File: src/shared/exec_pkg.sv
/*
 * constants for the low-power entry and borrow-subtract execution block:
 * opcode patterns, operand field positions, phase codes, flag reset values.
 * assumes an 8-bit core with a 16-bit instruction word.
 */
`default_nettype none
package exec_pkg;
   localparam int          DATA_W        = 8;
   localparam int          INSN_W        = 16;
   localparam int          BANK_W        = 4;
   // full-word pattern of the low-power entry instruction
   localparam logic [15:0] SLEEP_WORD    = 16'h0003;
   // borrow-subtract: top six bits fixed, then d, a, 8-bit f
   localparam logic [5:0]  SUBB_OPC      = 6'h15;
   localparam int          OPC_HI        = 15;
   localparam int          OPC_LO        = 10;
   localparam int          DEST_BIT      = 9;
   localparam int          BANK_BIT      = 8;
   localparam int          FILE_HI       = 7;
   // indexed literal offset applies to file addresses up to this value
   localparam logic [7:0]  INDEXED_MAX   = 8'h5F;
   // access bank: offsets below 0x60 map to bank 0, the rest to the top bank
   localparam logic [7:0]  ACCESS_SPLIT  = 8'h60;
   localparam logic [3:0]  ACCESS_HI_BNK = 4'hF;
   localparam logic        TIMEOUT_RST   = 1'b1;
   localparam logic        POWERDOWN_RST = 1'b1;
   // instruction clock phases, one-hot
   typedef enum logic [3:0] {
      PH_Q1 = 4'b0001,
      PH_Q2 = 4'b0010,
      PH_Q3 = 4'b0100,
      PH_Q4 = 4'b1000
   } phase_t;
endpackage
`default_nettype wire

File: src/hw/sleep_and_borrow_subtract_exec.sv
/*
 * execution logic for the low-power entry instruction and the subtract
 * with borrow instruction of an 8-bit core, stepped by four phases.
 * assumes the core fetch stage presents insnWord with insnValid at Q1 and
 * supplies fileData (operand already read) by Q3; indexBase is the indexed
 * base pointer; wake events come from outside as one-cycle pulses.
 */
// How it works
// - low-power entry sets the time-out flag, clears watchdog+postscaler.
// - low-power entry sleeps, oscillator off, at phase four of its cycle.
// - a wake-up by watchdog expiry clears the time-out flag.
// - subtract result goes to acc if dest bit clear, else back to file.
// - low-power entry also clears the power-down flag.
// - bank bit clear uses access bank, set takes bank select register.
// - bank bit clear, extended set on, address up to 95: indexed mode.
`default_nettype none
module sleep_and_borrow_subtract_exec (
   input  wire logic                        ref_clk,          // core clock
   input  wire logic                        reset,            // async, high
   input  wire logic [exec_pkg::INSN_W-1:0] insnWord,         // instruction
   input  wire logic                        insnValid,        // word is live
   input  wire logic [exec_pkg::DATA_W-1:0] fileData,         // operand of f
   input  wire logic [exec_pkg::BANK_W-1:0] bank_select_reg,  // current bank
   input  wire logic                        extendedEn,       // extended set
   input  wire logic [exec_pkg::DATA_W-1:0] indexBase,        // indexed base
   input  wire logic                        wakeEvent,        // wake pulse
   input  wire logic                        wakeWatchdog,     // watchdog wake
   output logic      [exec_pkg::DATA_W-1:0] accOut,           // accumulator
   output logic      [11:0]                 fileAddr,         // file address
   output logic      [exec_pkg::DATA_W-1:0] fileWrData,       // data to f
   output logic                             fileWrEn,         // write strobe
   output logic                             timeout_flag,     // time-out
   output logic                             powerdown_flag,   // power-down
   output logic                             carryFlag,        // carry
   output logic                             digit_carry_flag, // digit carry
   output logic                             zeroFlag,         // zero
   output logic                             overflow_flag,    // overflow
   output logic                             negFlag,          // negative
   output logic                             watchdogClr,      // clear watchdog
   output logic                             oscHalt,          // osc stopped
   output logic                             sleeping          // in sleep
);
   import exec_pkg::*;

   ////////////////////////////////////////////////////////////////////////
   // phase sequencer: runs only while awake, so sleep freezes the core
   phase_t phase_r;
   always_ff @(posedge ref_clk or posedge reset) begin
      if (reset) begin
         phase_r <= PH_Q1;
      end else if (!sleeping) begin
         case (phase_r)
            PH_Q1:   phase_r <= PH_Q2;
            PH_Q2:   phase_r <= PH_Q3;
            PH_Q3:   phase_r <= PH_Q4;
            PH_Q4:   phase_r <= PH_Q1;
            default: phase_r <= PH_Q1;
         endcase
      end
   end

   ////////////////////////////////////////////////////////////////////////
   // decode at Q1, held for the rest of the cycle
   logic [INSN_W-1:0] insn_r;
   logic              isSleep_r;
   logic              isSubb_r;
   always_ff @(posedge ref_clk or posedge reset) begin
      if (reset) begin
         insn_r    <= '0;
         isSleep_r <= 1'b0;
         isSubb_r  <= 1'b0;
      end else if (phase_r == PH_Q1 && !sleeping) begin
         insn_r    <= insnWord;
         isSleep_r <= insnValid && insnWord == SLEEP_WORD;
         isSubb_r  <= insnValid && insnWord[OPC_HI:OPC_LO] == SUBB_OPC;
      end
   end

   ////////////////////////////////////////////////////////////////////////
   // operand address resolution during Q2
   logic [7:0]  fOff;
   logic        bankSel;
   logic [11:0] addr_nxt;
   assign fOff    = insn_r[FILE_HI:0];
   assign bankSel = insn_r[BANK_BIT];
   always_comb begin
      if (bankSel) begin
         addr_nxt = {bank_select_reg, fOff};
      end else if (extendedEn && fOff <= INDEXED_MAX) begin
         addr_nxt = {4'h0, 8'(indexBase + fOff)};
      end else if (fOff < ACCESS_SPLIT) begin
         addr_nxt = {4'h0, fOff};
      end else begin
         addr_nxt = {ACCESS_HI_BNK, fOff};
      end
   end
   always_ff @(posedge ref_clk or posedge reset) begin
      if (reset) begin
         fileAddr <= '0;
      end else if (phase_r == PH_Q2 && isSubb_r) begin
         fileAddr <= addr_nxt;
      end
   end

   ////////////////////////////////////////////////////////////////////////
   // subtract with borrow: acc - f - !C, carry means "no borrow"
   logic [8:0] diff;
   logic [4:0] lowDiff;
   logic [7:0] res;
   logic       ovNxt;
   assign diff    = {1'b0, accOut} - {1'b0, fileData} - 9'(!carryFlag);
   assign lowDiff = {1'b0, accOut[3:0]} - {1'b0, fileData[3:0]}
                    - 5'(!carryFlag);
   assign res     = diff[7:0];
   // signed overflow: operands of opposite sign and sign of result wrong
   assign ovNxt   = (accOut[7] ^ fileData[7]) & (accOut[7] ^ res[7]);

   // results and flags written together at Q4 so they stay coherent
   always_ff @(posedge ref_clk or posedge reset) begin
      if (reset) begin
         accOut           <= '0;
         fileWrData       <= '0;
         carryFlag        <= 1'b0;
         digit_carry_flag <= 1'b0;
         zeroFlag         <= 1'b0;
         overflow_flag    <= 1'b0;
         negFlag          <= 1'b0;
      end else if (phase_r == PH_Q4 && isSubb_r) begin
         if (insn_r[DEST_BIT]) begin
            fileWrData <= res;
         end else begin
            accOut <= res;
         end
         carryFlag        <= !diff[8];
         digit_carry_flag <= !lowDiff[4];
         zeroFlag         <= res == 8'h00;
         overflow_flag    <= ovNxt;
         negFlag          <= res[7];
      end
   end

   // write strobe is a one-phase pulse in the Q1 after Q4 only when dest is f
   always_ff @(posedge ref_clk or posedge reset) begin
      if (reset) begin
         fileWrEn <= 1'b0;
      end else begin
         fileWrEn <= phase_r == PH_Q4 && isSubb_r && insn_r[DEST_BIT];
      end
   end

   ////////////////////////////////////////////////////////////////////////
   // low-power entry and wake-up
   logic goSleep;
   assign goSleep = phase_r == PH_Q4 && isSleep_r && !sleeping;

   always_ff @(posedge ref_clk or posedge reset) begin
      if (reset) begin
         sleeping <= 1'b0;
         oscHalt  <= 1'b0;
      end else if (goSleep) begin
         sleeping <= 1'b1;
         oscHalt  <= 1'b1;
      end else if (sleeping && wakeEvent) begin
         sleeping <= 1'b0;
         oscHalt  <= 1'b0;
      end
   end

   // watchdog clear is a one-cycle pulse on entry
   always_ff @(posedge ref_clk or posedge reset) begin
      if (reset) begin
         watchdogClr <= 1'b0;
      end else begin
         watchdogClr <= goSleep;
      end
   end

   // status flags; the wake clear is only taken while asleep, so it
   // cannot collide with the set at entry
   always_ff @(posedge ref_clk or posedge reset) begin
      if (reset) begin
         timeout_flag   <= TIMEOUT_RST;
         powerdown_flag <= POWERDOWN_RST;
      end else if (goSleep) begin
         timeout_flag   <= 1'b1;
         powerdown_flag <= 1'b0;
      end else if (sleeping && wakeEvent && wakeWatchdog) begin
         timeout_flag   <= 1'b0;
      end
   end
endmodule
`default_nettype wire

File: config.mk
export PLATFORM = sky130hd
export DESIGN_NAME = sleep_and_borrow_subtract_exec
export DESIGN_NICKNAME = d
export VERILOG_FILES = /design/src/shared/exec_pkg.sv /design/src/hw/sleep_and_borrow_subtract_exec.sv
export SDC_FILE = /design/constraint.sdc
export NUM_CORES = 1
export LEC_CHECK = 0
export ABC_AREA = 1
export BUFFER_PORTS_ARGS = -buffer_cell sky130_fd_sc_hd__buf_2
export CORE_MARGIN = 2
export CORE_UTILIZATION = 51
export CTS_BUF_LIST = sky130_fd_sc_hd__clkbuf_4 sky130_fd_sc_hd__clkbuf_8
export DETAILED_ROUTE_END_ITERATION = 16
export PLACE_DENSITY = 0.86
export SYNTH_ARGS = -nofsm -noshare
export SYNTH_HDL_FRONTEND = slang
export SYNTH_SLANG_ARGS = --single-unit
File: constraint.sdc
create_clock -name ref_clk -period 3.5 [get_ports ref_clk]
set_input_delay 0.7 -clock ref_clk [delete_from_list [all_inputs] [get_ports ref_clk]]
set_output_delay 0.7 -clock ref_clk [all_outputs]
set_load 0.02 [all_outputs]
======== Word-level counts from Yosys, hierarchy flattened ========
Index checks and enable logic that the tools add are counted.
word-level totals
  register bits ........................... 54
  bits of input ports ..................... 42
  output and inout bits ................... 39
  logic and storage cells ................. 62
operators by class
  add/subtract/negate cells ............... 5
  order comparisons ....................... 2
  eq/ne operators ......................... 6
  mux-type cells .......................... 8
  bitwise logic cells ..................... 4
  reduce and logical (&&, ||, !) cells .... 20
operator list
  kind                                                 number
  two-way mux 12 bit                                   3
  == test 16 x 2 -> 1 bit, second input constant       1
  one-hot mux 4 bit (3 select lines)                   1
  logical AND 1 bit                                    11
  subtractor 8 x 8 -> 9 bit                            1
  subtractor 9 x 1 -> 9 bit                            1
  adder 8 bit                                          1
  <= comparator 8 x 7 -> 1 bit, second input constant  1
  zero test 8 bit                                      1
  < comparator 8 x 7 -> 1 bit, second input constant   1
  == test 6 x 5 -> 1 bit, second input constant        1
  subtractor 4 x 4 -> 5 bit                            1
  subtractor 5 x 1 -> 5 bit                            1
  == test 4 x 1 -> 1 bit, second input constant        1
  == test 4 x 2 -> 1 bit, second input constant        1
  == test 4 x 3 -> 1 bit, second input constant        1
  == test 4 bit, second input constant                 1
  zero test 1 bit                                      4
  two-way mux 1 bit                                    4
  AND reduction 2 bit                                  2
  nonzero test 2 bit                                   2
  XOR 1 bit                                            2
  AND 1 bit                                            1
  inverter 1 bit                                       1

======== Longest topological paths before layout ========
  word-level depth ........................ 4
  gate-level depth with buffers ........... 14
  mapped depth without buffers ............ 14

======== Least setup slack after synthesis ========
OpenSTA, ideal clock, no wires.
  kind .................................... in2reg
  start point ............................. input fileData[0] in the netlist's numbering
  end point ............................... register zeroFlag
  setup time .............................. 0.065 ns
  arrival ................................. 2.154 ns
  required time ........................... 3.435 ns
  setup slack ............................. 1.281 ns
  stages on the path ...................... 10
  cell sequence ........................... fa_1 -> inv_1 -> ha_1 -> xnor2_1 -> nand2_1 -> nor2_1 -> nand2_1 -> nor2_1 -> nand2_1 -> nand2_1
on the way
  word-level cells in the longest chain between the ends .. 3
ends and longest elaborated chain
  element                    RTL line                               text
  start: declaration         sleep_and_borrow_subtract_exec.sv:22   input wire logic [exec_pkg::DATA_W-1:0] fileData,
  subtractor 8 x 8 -> 9 bit  sleep_and_borrow_subtract_exec.sv:111  assign diff = {1'b0, accOut} - {1'b0, fileData} - 9'(!carryFlag);
  subtractor 9 x 1 -> 9 bit  sleep_and_borrow_subtract_exec.sv:111
  zero test 8 bit            sleep_and_borrow_subtract_exec.sv:136  zeroFlag <= res == 8'h00;
  end signal: assignment     sleep_and_borrow_subtract_exec.sv:125  zeroFlag <= 1'b0;
  end signal: assignment     sleep_and_borrow_subtract_exec.sv:136
  end: declaration           sleep_and_borrow_subtract_exec.sv:36   output logic zeroFlag,
No other way between the ends.
A chain may end at the register's enable or synchronous reset.

======== Final worst setup path ========
  start point ............................. input fileData[0] in the netlist's numbering
  end point ............................... register fileWrData[5] in the netlist's numbering
on the way
  word-level cells in the longest chain between the ends .. 2
ends and longest elaborated chain
  element                    RTL line                               text
  subtractor 8 x 8 -> 9 bit  sleep_and_borrow_subtract_exec.sv:111
  subtractor 9 x 1 -> 9 bit  sleep_and_borrow_subtract_exec.sv:111
  end signal: assignment     sleep_and_borrow_subtract_exec.sv:130  fileWrData <= res;
  end: declaration           sleep_and_borrow_subtract_exec.sv:30   output logic [exec_pkg::DATA_W-1:0] fileWrData,
No other way between the ends.

==> impl_metrics.csv <==
group,metric,value,unit
run_status,status,"finished, final reports clean",
timing,layout_min_cycle_time,2200,ps
placement,io_buffers,80,
timing,maxSlewViolCount,0,
die,die_h,83.3,µm
flow_run,cap_violations,0,
synthesis,synth_area,3200,µm²
pwr,p_seq_share,41.1,%
worst_setup_path,arrival,2360,ps
timing,fin_crit_sh,62.8,%
finish,nets,555,
die,die-area,6930,µm²
global_route,grt_max_degree,34,
global_route,grt_usage,22.4,%
worst_setup_path,crit_fanout,2,
worst_setup_path,path_class,"input pin to flip-flop",
drt,drc,0,
pwr,clockPowerShare,16.3,%
cts,clk_latency,300,ps
worst_hold_path,hold_class,"flip-flop to flip-flop",
drt,top_layer_used,"met4",
placement,place_congestion,0.911,
cts,cts_root_buf,"clkbuf_8",
drt,met3WireLength,373,µm
cts,clkTransAtPathRegs,90,ps
pwr,internal_power,1.30,mW
synthesis,synth_top_cell_area_share,39.8,%
timing,max_freq,455,MHz
timing,relSlewSlack,55.1,%
cts,postCtsHoldBufs,0,
cts,postCtsSetupRepairBufs,0,
drt,vias,2892,
finish,mostFrequentLayoutCells,"nand2_1, buf_2, inv_1",
pwr,combPwrFrac,42.7,%
timing,setup_violations,0,
finish,syn2layout_area_growth,16.9,%
worst_setup_path,end_kind,"flip-flop",
cts,cts.sinks,54,
drt,wl_per_cell,13.0,µm
synthesis,ys_seq_area_share,42.3,%
cts,cts_made_buffers,5,
placement,placed_area,3650,µm²
timing,timing.final.ws_setup,1300,ps
global_route,antenna_found_initial,0,
timing,fin_setup_tns,0,ps
pwr,p_per_area,598,nW/µm²
finish,antenna_cells,0,
drt,dr_wl_met2,3550,µm
finish,n_fill_cell,556,
drt,wirelength_met1,3420,µm
synthesis,ys_warn_count,0,
timing,hold_viol_final,0,
pwr,switchingPower,941,µW
synthesis,synth_nets,475,
drt,wirelength,7370,µm
placement,hpwl,5880,µm
die,die_w,83.3,µm
finish,layout-drive-gt1-share,21.0,%
worst_setup_path,start_kind,"input pin",
placement,pre_cts_ws,1010,ps
finish,stdcell_area,3740,µm²
timing,grt_setup_unrepaired,"no",
global_route,grt_pass1_wl,12800,µm
worst_setup_path,required,3670,ps
timing,worstMarginPinSlew,672,ps
die,rows,28,
pwr,ir_drop,359,µV
cts,clock_path_buffers,2,
drt,drt_iter0_markers,149,
die,core_area,5990,µm²
synthesis,synth_top_cell_by_area,"dfrtp_1",
global_route,gr-total-overflow,0,
cts,cts_resized,0,
drt,ant_nets,0,
finish,mostFrequentLayoutCell,"nand2_1",
synthesis,yosys-top-cells-area,"dfrtp_1, nand2_1, ha_1, inv_1, o21ai_0",
die,pin_count,81,
die,initial_core_util,53.5,%
global_route,grt_pass1_vias,2875,
synthesis,ys_types,32,
synthesis,synth.ff_latch_count,54,
cts,cts_tree,"yes",
pwr,leakagePower,2.04,nW
synthesis,avgSynthCellArea,7.83,µm²
drt,viasPerCell,5.12,
cts,h-tree-depth,2,
timing,finClkSkew,5.68,ps
drt,first_pass_iters,4,
synthesis,syn_inst,409,
pwr,netSwitchingFraction,42.0,%
layer usage:
metal | GRT usage (%) | vias up
met1 | 30.4 | 1354
li1 | - | 1461
met3 | 4.17 | 2
met5 | 0 | -
met4 | 5.37 | 0
met2 | 37.2 | 75
logic make-up (layout without fill, tap and decap cells):
| logic type | Yosys count | after routing | share of synthesized area (%) |
|---|---|---|---|
| AO/OA/AOI/OAI | 55 | 55 | 9.41 |
| adder cells (fa/ha/maj) | 24 | 24 | 10.1 |
| flip-flops | 54 | 54 | 42.3 |
| AND/OR/NAND/NOR | 193 | 193 | 26.6 |
| XOR/XNOR | 7 | 7 | 1.91 |
| buffers and inverters | 76 | 157 | 9.65 |
flip-flops by register name (all words and copies together), names as in the netlist, 4 cells and up:
signal / count
fileAddr: 12
insn_r: 10
accOut: 8
fileWrData: 8
phase_r: 4
cell usage after synthesis:
| cell type | instances |
|---|---|
| and2_1 | 1 |
| nor4_1 | 2 |
| a2bb2oi_1 | 4 |
| o211ai_1 | 1 |
| o21a_1 | 2 |
| nand3_2 | 1 |
| inv_4 | 1 |
| nor3_1 | 4 |
| buf_6 | 1 |
| buf_4 | 2 |
| a21oi_1 | 10 |
| nor2_1 | 24 |
| dfrtp_1 | 51 |
| nand2_1 | 121 |
| a21o_1 | 1 |
| buf_2 | 5 |
| or2_2 | 1 |
| inv_1 | 67 |
| fa_1 | 3 |
| nor2_4 | 3 |
| o21ai_1 | 9 |
| nand4_4 | 1 |
| nor2_2 | 3 |
| xnor2_1 | 1 |
| dfstp_2 | 3 |
| xor2_1 | 6 |
| ha_1 | 21 |
| nand3b_1 | 4 |
| nand4_1 | 8 |
| o21ai_0 | 27 |
| a31oi_1 | 1 |
| nand3_1 | 20 |
area by class of cell:
type | instances | area [µm²] | area share (%)
Clock buffer | 8 | 91.3 | 2.44
Inverter | 68 | 258 | 6.88
Multi-Input combinational cell | 279 | 1540 | 41.1
Sequential cell | 54 | 1360 | 36.2
Tap cell | 75 | 93.8 | 2.51
Timing Repair Buffer | 81 | 408 | 10.9
power groups by stage:
stage               sequential, mW  clock (mW)  combinational (mW)
floorplan                    0.995           0               0.635
global placement             0.925           0               0.915
detailed placement           0.930           0               0.954
CTS                          0.920       0.373               0.958
global route                 0.947       0.397                1.10
finish                       0.919       0.364               0.955
stage by stage:
stage               instances  hold slack [ps]  power [mW]  util [%]
CTS                       565              461        2.25      62.5
finish                    565              457        2.24      62.5
floorplan                 409              479        1.63         -
detailed placement        557              446        1.88      61.0
global placement          557              440        1.84      61.0
global route              565              501        2.45      62.5
critical path, cell delays in order:
cell,delay [ps]
buf_2,120
fa_1,570
inv_1,50
ha_1,160
or2_2,270
nand2_1,100
nand3_1,80
nand2_1,90
and2_1,140
o21ai_0,80
final timing paths:
path	from	endpoint	slack, ps	depth (start not counted)
setup / recovery	fileData[0]	fileWrData[5]$_DFFE_PP0P_	1300	10
hold / removal	powerdown_flag$_DFFE_PP1P_	powerdown_flag$_DFFE_PP1P_	460	2
setup reg to reg	carryFlag$_DFFE_PP0P_	fileWrData[5]$_DFFE_PP0P_	1390	10
hold reg to reg	powerdown_flag$_DFFE_PP1P_	powerdown_flag$_DFFE_PP1P_	460	2
max in group asynchronous	reset	fileWrData[0]$_DFFE_PP0P_	2270	3
min in group asynchronous	reset	watchdogClr$_DFF_PP0_	490	2
Power figures use the tool's default switching activity.
